File: src/rtl/eee_c45_map.vh
/*
  Constants for the energy efficient Ethernet register space: the management
  register numbers, indirect access function codes, device and index decode
  values, field positions and reset values.
  Assumes it is included by bare name from the design files under rtl/.
*/
// How it works
// - The whole space is reached only through management registers 13 and 14.
// - Delay registers at 1801, 1803, 1805, 1807 read zero while link down.
// - Status bit 11 latches transmit low power idle until the register is read.
// - Status bit 10 latches receive low power idle until the register is read.
// - Status bit 9 shows live transmit low power idle, never latched.
// - Status bit 8 shows live receive low power idle, never latched.
// - Status bit 2 shows live receive link; other status bits read zero.
// - Capability register is read-only: bit 2 gigabit, bit 1 100 Mb/s.
// - A 16-bit counter counts wake sequence faults, refresh or wakeup, and holds at FFFF.
// - Wake fault counter clears after a read of its own register and on hardware or software reset.
// - Advertisement contents are sent in the next page after the message code.
// - Advertisement bits 2 and 1 are read/write, reset zero; others read zero.
// - Partner advertisement is read-only; writes change nothing.
// - On negotiation complete, partner bits 2 and 1 come from the received page.
// - Device 1 gives four read-only PHY delay values at 1801 to 1807.
// - Device 4 gives four read-only serial interface delays at 1801 to 1807.
// - A dotted address means device number, then register index in that device.
`ifndef EEE_C45_MAP_VH
`define EEE_C45_MAP_VH

// Management register numbers of the indirect access pair.
`define EEE_MGMT_CTRL_REG 5'h0D
`define EEE_MGMT_DATA_REG 5'h0E

// Control register fields and function codes.
`define EEE_FUNC_HI 15
`define EEE_FUNC_LO 14
`define EEE_DEVAD_HI 4
`define EEE_DEVAD_LO 0
`define EEE_FUNC_ADDR 2'h0
`define EEE_FUNC_DATA 2'h1
`define EEE_FUNC_INC_RW 2'h2
`define EEE_FUNC_INC_WR 2'h3

// Device numbers.
`define EEE_DEV_PMA 5'h01
`define EEE_DEV_PCS 5'h03
`define EEE_DEV_SIF 5'h04
`define EEE_DEV_AN 5'h07

// Register indices within a device.
`define EEE_IDX_TX_MAX 16'h0709
`define EEE_IDX_TX_MIN 16'h070B
`define EEE_IDX_RX_MAX 16'h070D
`define EEE_IDX_RX_MIN 16'h070F
`define EEE_IDX_PCS_STATUS 16'h0001
`define EEE_IDX_CAPABILITY 16'h0014
`define EEE_IDX_WAKE_COUNT 16'h0016
`define EEE_IDX_LOCAL_ADV 16'h003C
`define EEE_IDX_PARTNER_ADV 16'h003D

// Field positions.
`define EEE_BIT_TX_LPI_LATCH 11
`define EEE_BIT_RX_LPI_LATCH 10
`define EEE_BIT_TX_LPI_NOW 9
`define EEE_BIT_RX_LPI_NOW 8
`define EEE_BIT_LINK 2
`define EEE_BIT_GIG 2
`define EEE_BIT_100 1

// Reset values and limits.
`define EEE_RESET_WORD 16'h0000
`define EEE_RESET_FIELD2 2'h0
`define EEE_COUNT_MAX 16'hFFFF

`endif

File: src/rtl/unused_placeholder_note.v
`timescale 1ns/1ns
`default_nettype none
`default_nettype wire

File: src/rtl/eee_latch_high.v
/*
  Latch-high status bit: holds a one seen on the live input until a read
  clears it, after which it follows the live condition again.
  Assumes live and clear come from logic on the same clock.
*/
`timescale 1ns/1ns
`default_nettype none
module eee_latch_high
(
  input wire ref_clk,
  input wire reset,
  input wire live,
  input wire clear,
  output reg latched_q
);

  // A new event in the clearing cycle survives the clear.
  always @(posedge ref_clk)
  begin
    if (reset)
      latched_q <= 1'b0;
    else
      latched_q <= live | (latched_q & ~clear);
  end

endmodule // eee_latch_high
`default_nettype wire

File: src/rtl/eee_wake_counter.v
/*
  Saturating 16-bit wake fault counter, cleared by a read and by resets.
  Assumes fault is a one-cycle pulse from the low power idle logic on the same clock.
*/
`timescale 1ns/1ns
`default_nettype none
`include "eee_c45_map.vh"
module eee_wake_counter
(
  input wire ref_clk,
  input wire reset,
  input wire soft_reset,
  input wire fault,
  input wire clear,
  output reg [15:0] count_q
);

  reg [15:0] base;
  reg [15:0] count_d;

  // Clear first, then count, so a fault in the read cycle is kept.
  always @*
  begin
    base = clear ? `EEE_RESET_WORD : count_q;
    count_d = base;
    if (fault && (base != `EEE_COUNT_MAX))
      count_d = base + 16'h0001;
  end

  always @(posedge ref_clk)
  begin
    if (reset || soft_reset)
      count_q <= `EEE_RESET_WORD;
    else
      count_q <= count_d;
  end

endmodule // eee_wake_counter
`default_nettype wire

File: src/rtl/eee_c45_regs.v
/*
  Per-port energy efficient Ethernet register space behind the indirect
  access pair of the management register set: PCS low power status,
  capability, wake fault counter, local and partner advertisement and the
  read-only latency values of the PHY and serial interface.
  Assumes the management front end delivers one-cycle read and write strobes
  for management registers on ref_clk, and that all status inputs come from
  logic on the same clock.
*/
`timescale 1ns/1ns
`default_nettype none
`include "eee_c45_map.vh"
module eee_c45_regs
#(
  parameter CAP_GIG = 1'b1,
  parameter CAP_100 = 1'b1
)
(
  input wire ref_clk,
  input wire reset,
  input wire soft_reset,
  input wire [4:0] mgmt_addr,
  input wire mgmt_wr,
  input wire mgmt_rd,
  input wire [15:0] mgmt_wdata,
  output reg [15:0] mgmt_rdata_q,
  output reg mgmt_rvalid_q,
  input wire link_up,
  input wire tx_lpi_now,
  input wire rx_lpi_now,
  input wire wake_fault,
  input wire an_complete,
  input wire [15:0] lp_page,
  input wire [15:0] phy_tx_max_latency,
  input wire [15:0] phy_tx_min_latency,
  input wire [15:0] phy_rx_max_latency,
  input wire [15:0] phy_rx_min_latency,
  input wire [15:0] serial_if_tx_max_latency,
  input wire [15:0] serial_if_tx_min_latency,
  input wire [15:0] serial_if_rx_max_latency,
  input wire [15:0] serial_if_rx_min_latency,
  output reg [15:0] adv_page_q
);

  // Indirect access state: function, device number and register index.
  reg [1:0] func_q;
  reg [4:0] devad_q;
  reg [15:0] idx_q;
  reg [15:0] idx_d;

  // Stored advertisement fields.
  reg [1:0] local_adv_q;
  reg [1:0] partner_adv_q;

  // Read mux result and decode flags.
  reg [15:0] c45_rdata;
  reg [15:0] rd_word;
  reg is_delay_idx;

  wire sel_ctrl;
  wire sel_data;
  wire wr_ctrl;
  wire wr_data;
  wire rd_data;
  wire is_data_func;
  wire data_wr;
  wire data_rd;
  wire status_read;
  wire count_read;
  wire [1:0] lpi_live;
  wire [1:0] lpi_latched;
  wire [15:0] wake_count;
  wire [1:0] cap_field;

  // Strobe decode; a write in the same cycle as a read wins and the read is dropped.
  // indirect pair decode
  assign sel_ctrl = (mgmt_addr == `EEE_MGMT_CTRL_REG);
  assign sel_data = (mgmt_addr == `EEE_MGMT_DATA_REG);
  assign wr_ctrl = mgmt_wr & sel_ctrl;
  assign wr_data = mgmt_wr & sel_data;
  assign rd_data = mgmt_rd & ~mgmt_wr & sel_data;

  // Data register accesses reach the space only under a data function.
  // function selects data
  assign is_data_func = (func_q != `EEE_FUNC_ADDR);
  assign data_wr = wr_data & is_data_func;
  assign data_rd = rd_data & is_data_func;

  // Read side effects of the status and counter registers.
  assign status_read = data_rd && (devad_q == `EEE_DEV_PCS) &&
                       (idx_q == `EEE_IDX_PCS_STATUS);
  assign count_read = data_rd && (devad_q == `EEE_DEV_PCS) &&
                      (idx_q == `EEE_IDX_WAKE_COUNT);

  // Capability is fixed at build time.
  assign cap_field = {CAP_GIG, CAP_100};

  // Live idle conditions, transmit in the upper position.
  assign lpi_live = {tx_lpi_now, rx_lpi_now};

  // One latch-high cell for each of the transmit and receive idle bits.
  genvar gi;
  generate
    for (gi = 0; gi < 2; gi = gi + 1)
    begin : g_lpi_latch
      eee_latch_high u_latch
      (
        .ref_clk(ref_clk),
        .reset(reset | soft_reset),
        .live(lpi_live[gi]),
        .clear(status_read),
        .latched_q(lpi_latched[gi])
      );
    end
  endgenerate

  // Wake fault counter, cleared by its own read.
  eee_wake_counter u_wake
  (
    .ref_clk(ref_clk),
    .reset(reset),
    .soft_reset(soft_reset),
    .fault(wake_fault),
    .clear(count_read),
    .count_q(wake_count)
  );

  // Index update: address writes load it, post-increment functions advance it.
  always @*
  begin
    idx_d = idx_q;
    if (wr_data && (func_q == `EEE_FUNC_ADDR))
      idx_d = mgmt_wdata;
    else if ((func_q == `EEE_FUNC_INC_RW) && (data_rd || data_wr))
      idx_d = idx_q + 16'h0001;
    else if ((func_q == `EEE_FUNC_INC_WR) && data_wr)
      idx_d = idx_q + 16'h0001;
  end

  // Control and index registers of the indirect pair.
  // device then index
  always @(posedge ref_clk)
  begin
    if (reset || soft_reset)
    begin
      func_q <= `EEE_FUNC_ADDR;
      devad_q <= 5'h00;
      idx_q <= `EEE_RESET_WORD;
    end
    else
    begin
      if (wr_ctrl)
      begin
        func_q <= mgmt_wdata[`EEE_FUNC_HI:`EEE_FUNC_LO];
        devad_q <= mgmt_wdata[`EEE_DEVAD_HI:`EEE_DEVAD_LO];
      end
      idx_q <= idx_d;
    end
  end

  // Local advertisement: only bits 2 and 1 are writable.
  // writable advert bits
  always @(posedge ref_clk)
  begin
    if (reset || soft_reset)
      local_adv_q <= `EEE_RESET_FIELD2;
    else if (data_wr && (devad_q == `EEE_DEV_AN) && (idx_q == `EEE_IDX_LOCAL_ADV))
      local_adv_q <= {mgmt_wdata[`EEE_BIT_GIG], mgmt_wdata[`EEE_BIT_100]};
  end

  // Partner advertisement is loaded only from the received next page.
  // capture partner page
  always @(posedge ref_clk)
  begin
    if (reset || soft_reset)
      partner_adv_q <= `EEE_RESET_FIELD2;
    else if (an_complete)
      partner_adv_q <= {lp_page[`EEE_BIT_GIG], lp_page[`EEE_BIT_100]};
  end

  // Outgoing next page body mirrors the local advertisement.
  // advert into page
  always @(posedge ref_clk)
  begin
    if (reset || soft_reset)
      adv_page_q <= `EEE_RESET_WORD;
    else
    begin
      adv_page_q <= `EEE_RESET_WORD;
      adv_page_q[`EEE_BIT_GIG] <= local_adv_q[1];
      adv_page_q[`EEE_BIT_100] <= local_adv_q[0];
    end
  end

  // Read multiplexer of the register space.
  always @*
  begin
    c45_rdata = `EEE_RESET_WORD;
    is_delay_idx = (idx_q == `EEE_IDX_TX_MAX) || (idx_q == `EEE_IDX_TX_MIN) ||
                   (idx_q == `EEE_IDX_RX_MAX) || (idx_q == `EEE_IDX_RX_MIN);
    case (devad_q)
      `EEE_DEV_PMA:
      begin
        case (idx_q)
          `EEE_IDX_TX_MAX: c45_rdata = phy_tx_max_latency;
          `EEE_IDX_TX_MIN: c45_rdata = phy_tx_min_latency;
          `EEE_IDX_RX_MAX: c45_rdata = phy_rx_max_latency;
          `EEE_IDX_RX_MIN: c45_rdata = phy_rx_min_latency;
          default: c45_rdata = `EEE_RESET_WORD;
        endcase
      end
      `EEE_DEV_SIF:
      begin
        case (idx_q)
          `EEE_IDX_TX_MAX: c45_rdata = serial_if_tx_max_latency;
          `EEE_IDX_TX_MIN: c45_rdata = serial_if_tx_min_latency;
          `EEE_IDX_RX_MAX: c45_rdata = serial_if_rx_max_latency;
          `EEE_IDX_RX_MIN: c45_rdata = serial_if_rx_min_latency;
          default: c45_rdata = `EEE_RESET_WORD;
        endcase
      end
      `EEE_DEV_PCS:
      begin
        case (idx_q)
          `EEE_IDX_PCS_STATUS:
          begin
            c45_rdata[`EEE_BIT_TX_LPI_LATCH] = lpi_latched[1] | tx_lpi_now; // Idle seen now counts.
            c45_rdata[`EEE_BIT_RX_LPI_LATCH] = lpi_latched[0] | rx_lpi_now;
            c45_rdata[`EEE_BIT_TX_LPI_NOW] = tx_lpi_now;
            c45_rdata[`EEE_BIT_RX_LPI_NOW] = rx_lpi_now;
            c45_rdata[`EEE_BIT_LINK] = link_up;
          end
          `EEE_IDX_CAPABILITY:
          begin
            c45_rdata[`EEE_BIT_GIG] = cap_field[1];
            c45_rdata[`EEE_BIT_100] = cap_field[0];
          end
          `EEE_IDX_WAKE_COUNT: c45_rdata = wake_count;
          default: c45_rdata = `EEE_RESET_WORD;
        endcase
      end
      `EEE_DEV_AN:
      begin
        case (idx_q)
          `EEE_IDX_LOCAL_ADV:
          begin
            c45_rdata[`EEE_BIT_GIG] = local_adv_q[1];
            c45_rdata[`EEE_BIT_100] = local_adv_q[0];
          end
          `EEE_IDX_PARTNER_ADV:
          begin
            c45_rdata[`EEE_BIT_GIG] = partner_adv_q[1];
            c45_rdata[`EEE_BIT_100] = partner_adv_q[0];
          end
          default: c45_rdata = `EEE_RESET_WORD;
        endcase
      end
      default: c45_rdata = `EEE_RESET_WORD;
    endcase
    if (!link_up && is_delay_idx)
      c45_rdata = `EEE_RESET_WORD;
  end

  // Word returned for a management read of the pair.
  always @*
  begin
    rd_word = `EEE_RESET_WORD;
    if (sel_ctrl)
    begin
      rd_word[`EEE_FUNC_HI:`EEE_FUNC_LO] = func_q;
      rd_word[`EEE_DEVAD_HI:`EEE_DEVAD_LO] = devad_q;
    end
    else if (sel_data)
      rd_word = is_data_func ? c45_rdata : idx_q;
  end

  // Read answer is registered and valid one cycle after the strobe.
  always @(posedge ref_clk)
  begin
    if (reset || soft_reset)
    begin
      mgmt_rdata_q <= `EEE_RESET_WORD;
      mgmt_rvalid_q <= 1'b0;
    end
    else
    begin
      mgmt_rvalid_q <= mgmt_rd & ~mgmt_wr;
      if (mgmt_rd && !mgmt_wr)
        mgmt_rdata_q <= rd_word;
    end
  end

endmodule // eee_c45_regs
`default_nettype wire

File: config.mk
export PLATFORM = sky130hd
export DESIGN_NAME = eee_c45_regs
export DESIGN_NICKNAME = d
export VERILOG_FILES = /design/src/rtl/unused_placeholder_note.v /design/src/rtl/eee_latch_high.v /design/src/rtl/eee_wake_counter.v /design/src/rtl/eee_c45_regs.v
export VERILOG_INCLUDE_DIRS = /design/src /design/src/rtl
export SDC_FILE = /design/constraint.sdc
export NUM_CORES = 1
export LEC_CHECK = 0
export BUFFER_PORTS_ARGS = -buffer_cell sky130_fd_sc_hd__buf_2
export CAP_MARGIN = 40
export CORE_MARGIN = 3
export CORE_UTILIZATION = 49
export DETAILED_ROUTE_END_ITERATION = 8
export PLACE_DENSITY = 0.9
export SETUP_SLACK_MARGIN = 0.4
export SYNTH_ARGS = -nofsm -noshare
export SYNTH_HDL_FRONTEND = slang
export SYNTH_HIERARCHICAL = 1
export SYNTH_SLANG_ARGS = --single-unit
File: constraint.sdc
create_clock -name ref_clk -period 5.1 [get_ports ref_clk]
set_clock_uncertainty 0.1 [all_clocks]
set_input_delay 1.275 -clock ref_clk [delete_from_list [all_inputs] [get_ports ref_clk]]
set_output_delay 1.275 -clock ref_clk [all_outputs]
set_load 0.03 [all_outputs]
==> out/results.ini <==
[run_status]
outcome=complete, no violations

[critical_path]
path_type_of_the_worst_setup_path=in -> reg
setup.worst_path.end_class=flop
crit_path_cell_trace=buf_2 -> nand3b_1 -> nor2_1 -> buf_4 -> nand2_1 -> nor3_1 -> buf_4 -> and4b_1 -> and4_1 -> or3b_1 -> mux2_4
critical_path.slowest_cell=or3b_1
family_with_the_most_delay_on_the_worst_path=simple AND/OR/NAND/NOR gates
setup.worst_path.start_class=primary input
path_common_cell=buf_4
crit_path_max_incr_delay_ps=430
critPathBufInv=3
worst-endpoint-required_ps=5250
regToRegStartpoint=idx_q[9]
cp-startpoint=mgmt_addr[4]
crit_path_max_fanout=10
worstPathArrival_ps=3790

[clocking]
htree_levels=3
post_cts_hold_buffer_count=0
ctsResizeCount=0
cts.repair_timing.setup_buffer_count=0
tritoncts=done
cts_buffer_count=9
cts.sinks=64
clock_tree.root_cell=clkbuf_8
insertion_delay_ps=360
clkSlewWorstSetupHoldPaths_ps=90
ctsLongestPathBuffers=2

[final_layout]
postLayoutCoreUtil=0.624
insertedDiodeCount=0
finalNetCount=966
final_cell_mix=buf_2, nand2_1, dfxtp_1
final_layout_size_suffix_gt1_frac=0.283
area.growth.synth_to_final_pct=20.8
layout.cells.most_common=buf_2

[route]
vias_per_cell=6.30
num_vias=5805
dr.first_iter.drc_count=568
detail_route.drc_violations=0
dr.pass1.iters=5
wire_length_per_cell_um=18.9
detail-route-antenna-nets=0
finalWirelength_um=17400

[job]
maxCapViolations=0

[synthesis]
synth.avg_cell_area_um2=7.67
ys_ff_latch=64
synth_ff_type=dfxtp_1
async_reset_ff_frac=0
synth_seq_area_share=0.262
synthesis.area_mm2=0.00489
yosys.cell_types.count=73
synth_enable_flop_cells=0
yosys_warnings=6
number_of_cells_produced_by_synthesis=637

[timing]
final.setup.tns_ps=0
finalSetupViolCount=0
rsz0062_at_grt=false
fmaxAchievable_ghz=0.275
final_hold_viol_count=0
slew_viol_final=0
tightestPinTransition_ps=873
min_period_ps=3640
slew_headroom=0.413
fin_hold_ws_ps=392
layout_worst_path_cycle_share=0.714

[floorplan]
coreArea_mm2=0.00946
die_h_um=106
floorplan.rows=35
die_width_um=106
boundaryPins=208
initial_utilization=0.517
die-area_mm2=0.0112

[global_routing]
antenna_found_initial=1
globalRouteOverflowTotal=0
grt_pass1_vias=5333
groute.usage.overall=0.300
grt_max_degree=45
first_pass_grt_wire_length_um=27000

[placement]
gp_congestion=0.985
placement.io_buffers=179
dpl.hpwl_um=13300

[pwr]
power.density_cell_area_mw_per_mm2=185
irDropWorstVdd_mv=0.103
static_leakage_power_nw=2.22

[min_path]
timing.hold.worst.class=reg -> reg
hp-start=devad_q[3]

-- stage by stage --
step	instance area, um^2	power [mW]	setup WS (ps)	cells
detailed placement	5710	0.647	1180	905
CTS	5910	1.08	1530	921
global route	5910	1.12	1300	921
floorplan	4940	0.579	1080	650
finish	5910	1.09	1460	921
global placement	5700	0.644	1230	904
-- registers in the layout (all words and copies together), names as in the netlist --
name                           count
mgmt_rvalid_q                      1
func_q                             2
adv_page_q                         2
mgmt_rdata_q                      16
devad_q                            5
g_lpi_latch.u_latch/latched_q      2
local_adv_q                        2
u_wake/count_q                    16
partner_adv_q                      2
idx_q                             16
-- kinds of logic after synthesis --
logic type,after synthesis,share of synthesized area
buffers and inverters,79,0.0847
other,1,0.000767
and+or+nand+nor,232,0.256
muxes,23,0.0481
xor gates and xnor gates,15,0.0269
AOI/OAI and AO/OA,219,0.311
DFF,64,0.262
adders and majority gates,4,0.0102
-- final cells by class --
cell class              count  area (um^2)
clock buffers               9          124
flip-flops and latches     64         1280
repair buffers            188          963
clock inverters             7         71.3
fillers                   890         3550
well taps                 129          161
multi-input cells         507         3240
inverters                  17         63.8
-- final timing paths --
kind	slack [ps]	end	cells after the start
max reg2reg	1610	u_wake/count_q[9]	10
min reg2reg	390	devad_q[3]	2
max	1460	u_wake/count_q[9]	11
min	390	devad_q[3]	2
-- synthesized netlist by cell type (5+ instances only) --
master / instances / area share
nor2b_1: 7 / 0.0090
xor2_1: 6 / 0.011
and3_1: 10 / 0.013
o21ai_1: 5 / 0.0051
clkbuf_1: 30 / 0.023
a31oi_1: 5 / 0.0064
and2_1: 5 / 0.0064
inv_1: 17 / 0.013
and4_1: 8 / 0.014
o22ai_1: 12 / 0.015
a22oi_1: 48 / 0.074
a221oi_1: 7 / 0.013
nor3_1: 8 / 0.0082
o21ai_0: 34 / 0.035
nand4_1: 9 / 0.012
nand2_1: 75 / 0.058
dfxtp_1: 64 / 0.26
nand3_1: 31 / 0.032
buf_1: 6 / 0.0046
nor2_1: 38 / 0.029
nor4_1: 6 / 0.0077
a21oi_1: 40 / 0.041
a211oi_1: 14 / 0.022
xnor2_1: 9 / 0.016
o22a_1: 11 / 0.020
a2bb2oi_1: 7 / 0.013
mux2i_1: 22 / 0.045
o211ai_1: 5 / 0.0077
nand2b_1: 8 / 0.010
buf_2: 6 / 0.0061
buf_4: 14 / 0.022
-- worst register-to-register path: stages, from the launching register on --
cell      delay, ps
dfxtp_1         470
nor4b_4         440
nand3b_2        140
nor4_4          350
nand4_1         140
nor3_1          230
buf_4           210
and4b_1         260
and4_1          310
or3b_1          430
mux2_4          300
-- power breakdown --
group	switching (mW)	total (mW)	internal [mW]
logic	0.0704	0.130	0.0595
registers	0.00504	0.508	0.503
clock network	0.228	0.453	0.225
total	0.303	1.09	0.788
-- layer usage --
layer / vias to the layer above / part of all wire / global-route usage
met3: 73 / 0.12 / 0.0661
li1: 2667 / - / -
met5: - / 0.00081 / 0
met1: 2637 / 0.38 / 0.366
met4: 2 / 0.038 / 0.118
met2: 426 / 0.47 / 0.510
Note: power is estimated with default switching activity, not from simulation.
